$ cat src/shared/lbmc_pkg.sv
`default_nettype none
package lbmc_pkg;
	// Register addresses
	localparam logic [6:0] LBMC_ADDR_FUNC_CTRL = 7'h00;
	localparam logic [6:0] LBMC_ADDR_RANGE = 7'h01;
	localparam logic [6:0] LBMC_ADDR_LEVEL_CH1 = 7'h02;
	localparam logic [6:0] LBMC_ADDR_LEVEL_CH2 = 7'h03;
	localparam logic [6:0] LBMC_ADDR_HYST_CH1 = 7'h0B;
	localparam logic [6:0] LBMC_ADDR_HYST_CH2 = 7'h0C;
	localparam logic [6:0] LBMC_ADDR_UV_THRESH = 7'h0F;
	localparam logic [6:0] LBMC_ADDR_SUPPLY = 7'h38;
	localparam logic [6:0] LBMC_ADDR_STATUS = 7'h3F;
	// Field positions
	localparam int LBMC_FC_SPI_OK = 7;
	localparam int LBMC_FC_CLR_ERR = 6;
	localparam int LBMC_FC_DIM_EN2 = 2;
	localparam int LBMC_FC_DIM_EN1 = 1;
	localparam logic [7:0] LBMC_FC_WMASK = 8'h46;
	localparam logic [7:0] LBMC_RANGE_WMASK = 8'h03;
	localparam logic [7:0] LBMC_HYST_WMASK = 8'h03;
	localparam logic [7:0] LBMC_RESET_VAL = 8'h00;
	localparam int LBMC_FRAME_BITS = 16;

	typedef enum logic [1:0] {
		LBMC_OFF,
		LBMC_OPERATE,
		LBMC_UNDERVOLT,
		LBMC_FAILSILENT
	} lbmc_mode_t;

	// Per-channel analogue settings handed to the sense comparators
	typedef struct packed {
		logic range_select;
		logic [7:0] current_code;
		logic [1:0] hyst_setting;
	} lbmc_chan_cfg_t;
endpackage
`default_nettype wire

$ cat src/hdl/lbmc_top.sv
`default_nettype none
module lbmc_top
	import lbmc_pkg::*;
(
	// Clock and reset
	input wire logic clk,
	input wire logic sys_rst,
	// Supply and device conditions (analogue comparators, asynchronous)
	input wire logic enable_pin,
	input wire logic supply_above_poff,
	input wire logic supply_above_pon,
	input wire logic [7:0] supply_voltage_code,
	input wire logic over_temp,
	input wire logic gate_fault,
	// Serial port
	input wire logic spi_cs_n,
	input wire logic spi_sclk,
	input wire logic spi_mosi,
	output logic spi_miso,
	output logic spi_miso_oe,
	// Dimming inputs and current comparators per channel
	input wire logic dimming_input_ch1,
	input wire logic dimming_input_ch2,
	input wire logic [1:0] above_upper,
	input wire logic [1:0] below_lower,
	// Outputs
	output logic [1:0] gate_drive_out,
	output logic gate_supply_en,
	output logic supply_above_uv_flag,
	output lbmc_chan_cfg_t chan_cfg_ch1,
	output lbmc_chan_cfg_t chan_cfg_ch2,
	output lbmc_mode_t mode
);
	// How this block is put together
	// - Every pin level is asynchronous to clk, so all of them pass the same
	//   two-flop chain before any decision logic sees them.
	// - The supply code bus is synchronised bit by bit; it is a slow analogue
	//   reading that is assumed to settle long before it is used, so a
	//   torn sample lasts at most one cycle, though it can reach both the flag and the mode.
	// - The mode machine has four states. Power loss or a low enable wins
	//   over everything else, from any state.
	// - Operation is the only state that lets a gate switch. Undervoltage
	//   and fail-silent both hold the gates low.
	// - Undervoltage also drops the gate supply enable; fail-silent keeps it,
	//   so the serial port and gate supply stay alive for diagnosis.
	// - Fault sources are latched. A clear request only acts once the source
	//   has gone away; a fault that is still present wins over the clear.
	// - The serial port is sampled by clk, not clocked by the link clock.
	//   The link clock therefore needs half periods of several clk cycles,
	//   otherwise edges are missed and frames slip.
	// - A frame is sixteen bits, most significant first: write flag, seven
	//   address bits, eight data bits.
	// - Read data is chosen as soon as the address byte is complete and is
	//   shifted out during the data byte, one bit per falling link edge.
	// - Writes take effect one cycle after the last rising link edge of the
	//   frame; there is no staging register, so new settings apply at once.
	// - Reserved bits are masked on write, so they always read back as zero.
	// - The supply code address has no write path at all, which is why a
	//   write to it leaves no error behind.
	// - Off mode wipes every writable register. A user must reconfigure the
	//   channels after each pass through off mode.
	// - The hysteretic gate decision holds its level between the two
	//   comparator thresholds. The upper comparator wins if both are high,
	//   which keeps the transistor off in the unsafe case.
	// - Comparator thresholds themselves are analogue; this block only hands
	//   the range, level and hysteresis settings over in chan_cfg.
	// - Every top-level output is registered, so no glitch reaches a pin.
	// Limitations
	// - Pin to gate latency is about three clk cycles because of the
	//   synchronisers; the analogue loop must tolerate that delay.
	// - The chip select going high drops the bit counter, so a cut frame is
	//   simply forgotten and has no effect on any register.
	// - The chip select may stay low between frames; the counter wraps.
	// Trade-offs
	// - One wide synchroniser vector keeps the flop count obvious at the cost
	//   of a long bit map below; keep the map and the concatenation in step.
	// - Status is read only and shows mode and latched faults for software.

	// Two-flop synchronisers for every asynchronous input
	localparam int NS = 24;
	logic [NS-1:0] sync_a, sync_b;
	always_ff @(posedge clk or posedge sys_rst) begin
		if (sys_rst) begin
			sync_a <= '0;
			sync_b <= '0;
		end else begin
			sync_a <= {enable_pin, supply_above_poff, supply_above_pon, supply_voltage_code,
				over_temp, gate_fault, spi_cs_n, spi_sclk, spi_mosi, dimming_input_ch1,
				dimming_input_ch2, above_upper, below_lower, 2'h0};
			sync_b <= sync_a;
		end
	end
	wire s_en = sync_b[23];
	wire s_poff = sync_b[22];
	wire s_pon = sync_b[21];
	wire [7:0] s_vcode = sync_b[20:13];
	wire s_ot = sync_b[12];
	wire s_gf = sync_b[11];
	wire s_cs_n = sync_b[10];
	wire s_sclk = sync_b[9];
	wire s_mosi = sync_b[8];
	wire [1:0] s_dim = {sync_b[6], sync_b[7]};
	wire [1:0] s_up = sync_b[5:4];
	wire [1:0] s_lo = sync_b[3:2];

	// Registers
	logic [7:0] func_ctrl, range_sel, level_ch1, level_ch2, hyst_ch1, hyst_ch2, uv_thresh;
	logic err_ot, err_gf, sclk_q;
	logic [4:0] bit_cnt;
	logic [15:0] shift_in;
	logic [7:0] shift_out;

	// Mode decisions
	wire power_bad = !s_poff || !s_en;
	wire power_ok = s_pon && s_en;
	wire uv_now = !(s_vcode > uv_thresh);
	wire any_err = err_ot || err_gf;
	wire in_off = (mode == LBMC_OFF);
	wire spi_live = !in_off && !s_cs_n; // Serial port dead in off mode
	wire sclk_rise = spi_live && s_sclk && !sclk_q;
	wire sclk_fall = spi_live && !s_sclk && sclk_q;
	wire frame_done = sclk_rise && (bit_cnt == 5'(LBMC_FRAME_BITS - 1));
	wire [15:0] frame = {shift_in[14:0], s_mosi};
	// Frame: bit15 write flag, bits14:8 address, bits7:0 data
	wire wr_stb = frame_done && frame[15];
	wire [6:0] wr_addr = frame[14:8];
	wire [7:0] wr_data = frame[7:0];
	wire clr_req = func_ctrl[LBMC_FC_CLR_ERR];
	wire clr_fire = clr_req && any_err && !(s_ot || s_gf);

	lbmc_mode_t next_mode;
	always_comb begin
		next_mode = mode;
		unique case (mode)
			LBMC_OFF: if (power_ok) next_mode = LBMC_OPERATE;
			LBMC_OPERATE: begin
				if (uv_now) next_mode = LBMC_UNDERVOLT;
				else if (s_ot || s_gf) next_mode = LBMC_FAILSILENT;
			end
			LBMC_UNDERVOLT: if (!uv_now) next_mode = LBMC_OPERATE;
			LBMC_FAILSILENT: if (clr_fire) next_mode = LBMC_OPERATE;
		endcase
		if (power_bad) next_mode = LBMC_OFF;
	end

	always_ff @(posedge clk or posedge sys_rst) begin
		if (sys_rst) mode <= LBMC_OFF;
		else mode <= next_mode;
	end

	// Latched errors; a new fault wins over the clear
	always_ff @(posedge clk or posedge sys_rst) begin
		if (sys_rst) begin
			err_ot <= 1'b0;
			err_gf <= 1'b0;
		end else if (in_off) begin
			err_ot <= 1'b0;
			err_gf <= 1'b0;
		end else begin
			err_ot <= s_ot || (err_ot && !clr_fire);
			err_gf <= s_gf || (err_gf && !clr_fire);
		end
	end

	// Serial shifter: sample on rising, shift out on falling edge of the sampled clock
	always_ff @(posedge clk or posedge sys_rst) begin
		if (sys_rst) begin
			sclk_q <= 1'b0;
			bit_cnt <= '0;
			shift_in <= '0;
		end else begin
			sclk_q <= s_sclk;
			if (!spi_live) bit_cnt <= '0;
			else if (sclk_rise) begin
				shift_in <= frame;
				bit_cnt <= frame_done ? 5'h00 : bit_cnt + 5'h01;
			end
		end
	end

	// Read data selected once the address byte has arrived
	// The eighth bit is still in flight at that edge, so the address is
	// taken from the assembled frame rather than from the stored shifter.
	wire [6:0] rd_addr = frame[6:0];
	logic [7:0] rd_data;
	always_comb begin
		unique case (rd_addr)
			LBMC_ADDR_FUNC_CTRL: rd_data = func_ctrl | 8'(1 << LBMC_FC_SPI_OK);
			LBMC_ADDR_RANGE: rd_data = range_sel;
			LBMC_ADDR_LEVEL_CH1: rd_data = level_ch1;
			LBMC_ADDR_LEVEL_CH2: rd_data = level_ch2;
			LBMC_ADDR_HYST_CH1: rd_data = hyst_ch1;
			LBMC_ADDR_HYST_CH2: rd_data = hyst_ch2;
			LBMC_ADDR_UV_THRESH: rd_data = uv_thresh;
			LBMC_ADDR_SUPPLY: rd_data = s_vcode;
			LBMC_ADDR_STATUS: rd_data = {4'h0, err_gf, err_ot, 2'(mode)};
			default: rd_data = 8'h00;
		endcase
	end

	always_ff @(posedge clk or posedge sys_rst) begin
		if (sys_rst) begin
			shift_out <= '0;
			spi_miso <= 1'b0;
			spi_miso_oe <= 1'b0;
		end else begin
			spi_miso_oe <= spi_live;
			if (!spi_live) shift_out <= '0;
			else if (sclk_rise && bit_cnt == 5'h07) shift_out <= rd_data;
			else if (sclk_fall && bit_cnt > 5'h08) shift_out <= {shift_out[6:0], 1'b0};
			spi_miso <= spi_live && shift_out[7];
		end
	end

	// Configuration writes; off mode wipes everything, writes apply at once
	always_ff @(posedge clk or posedge sys_rst) begin
		if (sys_rst) begin
			func_ctrl <= LBMC_RESET_VAL;
			range_sel <= LBMC_RESET_VAL;
			level_ch1 <= LBMC_RESET_VAL;
			level_ch2 <= LBMC_RESET_VAL;
			hyst_ch1 <= LBMC_RESET_VAL;
			hyst_ch2 <= LBMC_RESET_VAL;
			uv_thresh <= LBMC_RESET_VAL;
		end else if (in_off) begin
			func_ctrl <= LBMC_RESET_VAL;
			range_sel <= LBMC_RESET_VAL;
			level_ch1 <= LBMC_RESET_VAL;
			level_ch2 <= LBMC_RESET_VAL;
			hyst_ch1 <= LBMC_RESET_VAL;
			hyst_ch2 <= LBMC_RESET_VAL;
			uv_thresh <= LBMC_RESET_VAL;
		end else begin
			if (wr_stb && wr_addr == LBMC_ADDR_FUNC_CTRL)
				func_ctrl <= wr_data & LBMC_FC_WMASK;
			else if (clr_fire)
				func_ctrl[LBMC_FC_CLR_ERR] <= 1'b0; // Self-clearing
			if (wr_stb && wr_addr == LBMC_ADDR_RANGE) range_sel <= wr_data & LBMC_RANGE_WMASK;
			if (wr_stb && wr_addr == LBMC_ADDR_LEVEL_CH1) level_ch1 <= wr_data;
			if (wr_stb && wr_addr == LBMC_ADDR_LEVEL_CH2) level_ch2 <= wr_data;
			if (wr_stb && wr_addr == LBMC_ADDR_HYST_CH1) hyst_ch1 <= wr_data & LBMC_HYST_WMASK;
			if (wr_stb && wr_addr == LBMC_ADDR_HYST_CH2) hyst_ch2 <= wr_data & LBMC_HYST_WMASK;
			if (wr_stb && wr_addr == LBMC_ADDR_UV_THRESH) uv_thresh <= wr_data;
			// Supply code address has no write path and no error flag
		end
	end

	// Gate drive: hysteretic decision per channel
	// Order of tests matters: channel off first, then the upper threshold,
	// then the lower one; between thresholds the gate keeps its level.
	// Dropping the channel forces the gate low at the next clk edge, through the output register.
	wire run = (mode == LBMC_OPERATE);
	wire [1:0] dim_en = {func_ctrl[LBMC_FC_DIM_EN2], func_ctrl[LBMC_FC_DIM_EN1]};
	wire [1:0] ch_on = {2{run}} & dim_en & s_dim;
	logic [1:0] next_gate;
	always_comb begin
		for (int i = 0; i < 2; i++) begin
			next_gate[i] = gate_drive_out[i];
			if (!ch_on[i]) next_gate[i] = 1'b0;
			else if (s_up[i]) next_gate[i] = 1'b0;
			else if (s_lo[i]) next_gate[i] = 1'b1;
			else if (!gate_drive_out[i] && !s_up[i] && !s_lo[i]) next_gate[i] = gate_drive_out[i];
		end
	end

	// Registered outputs; comparator thresholds follow settings
	// Gate supply enable looks at the next mode so that it drops together
	// with the mode change instead of one cycle after it.
	// The settings bundle is copied every cycle, so a write reaches the
	// analogue side one cycle after the register changes.
	always_ff @(posedge clk or posedge sys_rst) begin
		if (sys_rst) begin
			gate_drive_out <= '0;
			gate_supply_en <= 1'b0;
			supply_above_uv_flag <= 1'b0;
			chan_cfg_ch1 <= '0;
			chan_cfg_ch2 <= '0;
		end else begin
			gate_drive_out <= next_gate;
			gate_supply_en <= (next_mode == LBMC_OPERATE) || (next_mode == LBMC_FAILSILENT);
			supply_above_uv_flag <= !uv_now;
			chan_cfg_ch1 <= '{range_sel[0], level_ch1, hyst_ch1[1:0]};
			chan_cfg_ch2 <= '{range_sel[1], level_ch2, hyst_ch2[1:0]};
		end
	end
endmodule
`default_nettype wire

$ cat config.mk
export PLATFORM = sky130hd
export DESIGN_NAME = lbmc_top
export DESIGN_NICKNAME = d
export VERILOG_FILES = /design/src/shared/lbmc_pkg.sv /design/src/hdl/lbmc_top.sv
export SDC_FILE = /design/constraint.sdc
export NUM_CORES = 1
export LEC_CHECK = 0
export ABC_AREA = 1
export BUFFER_PORTS_ARGS = -buffer_cell sky130_fd_sc_hd__clkbuf_2
export CAP_MARGIN = 0
export CORE_UTILIZATION = 58
export CTS_CLUSTER_SIZE = 8
export DETAILED_ROUTE_END_ITERATION = 7
export PLACE_DENSITY = 0.9
export SYNTH_ARGS = -nofsm -noshare
export SYNTH_HDL_FRONTEND = slang
export SYNTH_SLANG_ARGS = --single-unit
export TNS_END_PERCENT = 5
$ cat constraint.sdc
create_clock -name clk -period 5.1 [get_ports clk]
set_clock_uncertainty 0.15 [all_clocks]
set_input_delay 1.02 -clock clk [delete_from_list [all_inputs] [get_ports clk]]
set_output_delay 1.02 -clock clk [all_outputs]
set_load 0.05 [all_outputs]
# Word level (Yosys, flattened, before mapping)
# Cells that the tools add are included.
[totals] ramBits=0 latchBits=0 wordCells=145 rom_bits=0 reg_bits=160 mem_count=0 inputBits=24 out_inout_bits=30
[op_classes] n_shift=0 order_cmp=2 n_addsub=1 n_bitwise=2 n_eq_ne=25 n_mul=0 muxes=38 reduce_logical=48 n_div=0
[ops] cell="$mux 8" n=15
[ops] cell="$pmux 8 s9" n=1
[ops] cell="$eq 7x4->1 const B" n=6
[ops] cell="$eq 7x2->1 const B" n=4
[ops] cell="$logic_and 1x1->1" n=22
[ops] cell="$mux 5" n=3
[ops] cell="$eq 7x1->1 const B" n=2
[ops] cell="$eq 7x6->1 const B" n=2
[ops] cell="$logic_not 7->1" n=2
[ops] cell="$reduce_bool 2->1" n=7
[ops] cell="$mux 2" n=6
[ops] cell="$mux 1" n=10
[ops] cell="$gt 8x8->1" n=1
[ops] cell="$logic_not 1->1" n=8
[ops] cell="$pmux 2 s4" n=1
[ops] cell="$mux 7" n=1
[ops] cell="$eq 2x2->1 const B" n=3
[ops] cell="$logic_or 1x1->1" n=6
[ops] cell="$mux 6" n=1
[ops] cell="$ne 3x3->1 const B" n=2
[ops] cell="$add 5x1->5 const B" n=1
[ops] cell="$eq 5x3->1 const B" n=1
[ops] cell="$eq 5x4->1 const B" n=1
[ops] cell="$gt 5x4->1 const B" n=1
[ops] cell="other kinds (7)" n=9

# Logic depth before layout (Yosys ltp)
[logic_depth] depth_word=10 mapped_depth=12 ltp_nobuf=11

# Worst setup path after synthesis
# No wires, ideal clock.
[synth_timing] path_type="register to output" from="register mode[0]" to="output port mode[0]" required_time_ps=3930 n_path_buf=1 path_slack_ps=2975 arrival_ps=955 stages_incl_launch_ff=2 cell_sequence="dfrtp_1 -> buf_4"
[synth_lines] item="start: declaration" line_no="lbmc_top.sv:32" source="output lbmc_mode_t mode"
[synth_lines] item="start signal: assignment" line_no="lbmc_top.sv:148" source="else mode <= next_mode;"
# No word-level cell between the ends.

# Worst setup path after layout
[layout_timing] from="register mode[0]" to="register level_ch2[3]"
[layout_between] elab_chain_len=9 word_cells_on_any_way=10 cone_classes="1 x mux; 9 x reduce/logical"
[layout_lines] item="$logic_not 2->1 *" line_no="lbmc_top.sv:118" source="wire in_off = (mode == LBMC_OFF);"
[layout_lines] item="$logic_not 1->1" line_no="lbmc_top.sv:119" source="wire spi_live = !in_off && !s_cs_n;"
[layout_lines] item="$logic_and 1x1->1" line_no="lbmc_top.sv:119"
[layout_lines] item="$logic_and 1x1->1 (2 in series)" line_no="lbmc_top.sv:120" source="wire sclk_rise = spi_live && s_sclk && !sclk_q;"
[layout_lines] item="$logic_and 1x1->1" line_no="lbmc_top.sv:122" source="wire frame_done = sclk_rise && (bit_cnt == 5'(LBMC_FRAME_BITS - 1));"
[layout_lines] item="$logic_and 1x1->1" line_no="lbmc_top.sv:125" source="wire wr_stb = frame_done && frame[15];"
[layout_lines] item="$logic_and 1x1->1" line_no="lbmc_top.sv:240" source="if (wr_stb && wr_addr == LBMC_ADDR_LEVEL_CH2) level_ch2 <= wr_data;"
[layout_lines] item="$reduce_bool 2->1 (no line)"
[layout_lines] item="end signal: assignment" line_no="lbmc_top.sv:240"
[layout_lines] item="end: declaration" line_no="lbmc_top.sv:107" source="logic [7:0] func_ctrl, range_sel, level_ch1, level_ch2, hyst_ch1, hyst_ch2, uv_thresh;"
# Mark *: on every way between the ends. The rest lies on a longest branch, timed or not.
# A chain may end at the register's enable or synchronous reset.

==> results.md <==
* Count of yosys warnings during synthesis at 0
* Die outline width at 98.5 µm
* Vias in the first global route at 3978
* Total setup buffers inserted after CTS at 0
* Origin of the worst min-delay path: sync_a[18]
* Count of pins on the block boundary at 54
* HPWL after detailed placement at 8130 µm
* Clk sinks at 137
* Starting Density at 0.608
* Number of nets in the synthesized netlist at 587
* DRC viols at 5
* Wire length of the first global-routing pass at 19400 µm
* Final number of hold-violating endpoints at 0
* Setup repair after global routing missed its margin: no
* Number of standard cells after synthesis at 553
* Antenna violations before repair at 0
* Layout overhead on the synthesized area at 17.1%
* Post-synth design cell area at 5410 µm²
* Critical path capture point type: register
* Minimum clock period after layout at 2.77 ns
* Post-cts repair resize count at 0
* Fin nets at 650
* Filler instances at 622
* Buffers on Ports at 53
* Startpoint Class: register
* Routed length per instance at 16.1 µm
* Worst Path Arrival at 3.02 ns
* Hold Path End: sync_b[18]
* Utilization after layout at 0.712
* Residual overflow from global routing at 0
* P_sw at 548 µW
* Worst voltage drop across the vdd grid at 0.298 mV
* Part of the Yosys area used for sequential elements at 0.634
* Reg-to-reg setup timing slack at 2.33 ns
* Maximum number of pins on one net before global-route repair at 98
* Total of hold buffers inserted after clock tree synthesis at 0
* Placeable core area at 8890 µm²
* Num rows at 34
* Maximum achievable frequency at 361 MHz
* Number of cell instances on the worst register-to-register path at 8
* Hold Crit Class: register to register
* Design area at 6330 µm²
* Clk buf depth at 2
* Violated checks: DRC
* Required time of the critical path at 5.35 ns
* Cell Pwr Density at 378 nW/µm²
* Maximum Capacitance Violations at 0
* Number of CTS-inserted buffers at 17
* Die height at 98.5 µm
* Result of the run: complete, but fails checks
* Clock tree from TritonCTS: done
* Largest driver fanout on the critical path at 37
* Capturing point of the worst reg2reg path: level_ch2[3]
* Sequential share of power at 0.472
* Critical setup path kind: register to register
* ANT nets after route at 0
* Final Setup Violations at 0
* Worst slew margin at 0.252
* Comb pwr share at 0.045
* Post-route fraction of the period consumed by the critical path at 0.543
* Count of unique library cells instantiated by Yosys at 31
* Reg clk slew, reported paths at 0.06 ns
* Number of inserted diodes at 0
* Clock latency on the worst-skew pair at 0.52 ns
* Via count at 4148
* Standby leakage power at 0.00313 µW
* Global-route usage over all layers at 0.265
* Hold Crit Depth at 0
* H-tree lvl count at 4
* Die area at 9710 µm²
* Root Buffer: sky130_fd_sc_hd__clkbuf_8
* Mapped Avg Cell Area at 9.77 µm²
* Slew Limit Fails at 0
* Vias per Instance at 5.63
* DRT Pass-1 Iters at 7
* Setup TNS at 0 ns
* Worst Max-Slew Pin Slew at 1.12 ns
* Int Power at 1840 µW
* Launch point of the worst reg-to-reg path: mode[0]
* Fraction of layout cells with a size suffix above 1 at 0.157
* Wire length after detailed routing at 11800 µm
* Relative contribution of the clock network to total power at 0.483
* Flip-flop and latch count after synthesis at 137
* Violation count after the first detailed-route iteration at 590
* Sw Ratio at 0.229
* Standard cell area after detailed placement at 5770 µm²
* Weighted congestion at the end of routability-driven global placement at 0.937
-- cells by family (layout without fill, tap and decap cells) --
logic type	Yosys count	after routing	share of synthesized area
buf+inv	77	153	0.0556
fa+ha+maj	10	10	0.0231
compound gates	79	79	0.0785
flops	137	137	0.634
simple gates	250	250	0.209
-- cell type report --
type | instances | area, µm² | share of cell area
sequential | 137 | 3430 | 0.542
multi-input combinational | 339 | 1680 | 0.265
clock buffer | 20 | 435 | 0.0688
timing repair buffer | 54 | 273 | 0.0431
inverter | 67 | 254 | 0.0401
tap | 108 | 135 | 0.0214
clock inverter | 12 | 125 | 0.0198
-- cells in the mapped netlist --
library cell | number | area [µm²]
sky130_fd_sc_hd__nor2_2 | 2 | 12.5
sky130_fd_sc_hd__clkinv_1 | 2 | 7.51
sky130_fd_sc_hd__o21ai_1 | 5 | 25.0
sky130_fd_sc_hd__nand3_2 | 2 | 20.0
sky130_fd_sc_hd__a211oi_1 | 1 | 7.51
sky130_fd_sc_hd__clkbuf_1 | 2 | 7.51
sky130_fd_sc_hd__nand2_1 | 136 | 510
sky130_fd_sc_hd__a21oi_1 | 6 | 30.0
sky130_fd_sc_hd__nand2_2 | 2 | 12.5
sky130_fd_sc_hd__inv_2 | 2 | 7.51
sky130_fd_sc_hd__nor4_1 | 1 | 6.26
sky130_fd_sc_hd__nor2_1 | 38 | 143
sky130_fd_sc_hd__o21ai_0 | 56 | 280
sky130_fd_sc_hd__nor3_1 | 8 | 40.0
sky130_fd_sc_hd__nand3_1 | 46 | 230
sky130_fd_sc_hd__inv_1 | 63 | 236
sky130_fd_sc_hd__o31ai_1 | 8 | 60.1
sky130_fd_sc_hd__o22ai_1 | 2 | 12.5
sky130_fd_sc_hd__nor2_8 | 2 | 40.0
sky130_fd_sc_hd__nand2_4 | 1 | 11.3
sky130_fd_sc_hd__dfrtp_1 | 137 | 3430
sky130_fd_sc_hd__nand4_4 | 1 | 21.3
sky130_fd_sc_hd__buf_1 | 3 | 11.3
sky130_fd_sc_hd__a211o_1 | 1 | 8.76
sky130_fd_sc_hd__nand3_4 | 1 | 17.5
sky130_fd_sc_hd__buf_2 | 3 | 15.0
sky130_fd_sc_hd__ha_1 | 10 | 125
sky130_fd_sc_hd__and3_1 | 2 | 12.5
sky130_fd_sc_hd__nand4_1 | 7 | 43.8
sky130_fd_sc_hd__or2_2 | 1 | 6.26
sky130_fd_sc_hd__buf_4 | 2 | 15.0
-- worst max-delay path by stage --
stage | from | endpoint | slack (ns) | depth (start not counted)
6_report | mode[0] | level_ch2[3] | 2.33 | 8
5_1_grt | mode[0] | level_ch2[3] | 2.11 | 8
4_1_cts | mode[0] | level_ch2[7] | 2.38 | 8
3_5_place_dp | sys_rst | chan_cfg_ch1[9] | 2.45 | 3
3_3_place_gp | sys_rst | spi_miso_oe | 2.51 | 3
2_1_floorplan | sys_rst | bit_cnt[0] | 0.26 | 1
-- through the flow --
stage | setup slack, ns | power (µW) | hold slack (ns) | cells
after floorplan | 0.262 | 1220 | 0.181 | 553
after CTS | 2.38 | 2400 | 0.200 | 737
after global placement | 2.51 | 1250 | 0.182 | 705
final | 2.33 | 2390 | 0.199 | 737
after global routing | 2.11 | 2470 | 0.206 | 737
after detailed placement | 2.45 | 1250 | 0.187 | 705
-- flip-flops by register name (all words and copies together), names as in the netlist, 3 cells and up --
signal and cells:
bit_cnt 5, chan_cfg_ch1 11, chan_cfg_ch2 11, func_ctrl 3, level_ch1 8, level_ch2 8, shift_in 15, shift_out 8
sync_a 22, sync_b 22, uv_thresh 8
-- cell usage in the layout (no fill, tap or decap), types with 3 or more instances in the layout --
| master | count |
|---|---|
| sky130_fd_sc_hd__nor3_1 | 8 |
| sky130_fd_sc_hd__o21ai_1 | 5 |
| sky130_fd_sc_hd__o21ai_0 | 56 |
| sky130_fd_sc_hd__clkbuf_2 | 53 |
| sky130_fd_sc_hd__ha_1 | 10 |
| sky130_fd_sc_hd__nor2_1 | 38 |
| sky130_fd_sc_hd__a21oi_1 | 6 |
| sky130_fd_sc_hd__clkinv_2 | 5 |
| sky130_fd_sc_hd__nand4_1 | 7 |
| sky130_fd_sc_hd__inv_1 | 62 |
| sky130_fd_sc_hd__clkbuf_16 | 16 |
| sky130_fd_sc_hd__clkinvlp_4 | 3 |
| sky130_fd_sc_hd__nand2_1 | 136 |
| sky130_fd_sc_hd__dfrtp_1 | 137 |
| sky130_fd_sc_hd__o31ai_1 | 8 |
| sky130_fd_sc_hd__nand3_1 | 46 |
-- metal layers --
metal | wire length [µm] | track usage
met1 | 5040 | 0.344
met3 | 874 | 0.0688
met4 | 319 | 0.117
met5 | 0 | 0
met2 | 5600 | 0.426
-- worst max-delay path, stage by stage (launching register included) --
cell and delay [ns]:
sky130_fd_sc_hd__dfrtp_1 0.44, sky130_fd_sc_hd__inv_2 0.09, sky130_fd_sc_hd__nand2_2 0.36, sky130_fd_sc_hd__nand2_4 0.16, sky130_fd_sc_hd__nor2_8 0.39, sky130_fd_sc_hd__nand3_4 0.22
sky130_fd_sc_hd__nor2_8 0.20, sky130_fd_sc_hd__nand3_2 0.27, sky130_fd_sc_hd__o31ai_1 0.37
-- power by group through the flow --
stage          logic, µW  clock network [µW]  registers [µW]
5_1_grt              121                1220            1130
4_1_cts              109                1160            1130
3_5_place_dp         107                   0            1150
3_3_place_gp         104                   0            1140
6_report             108                1160            1130
2_1_floorplan       66.7                   0            1150
(Power assumes the default switching activity.)
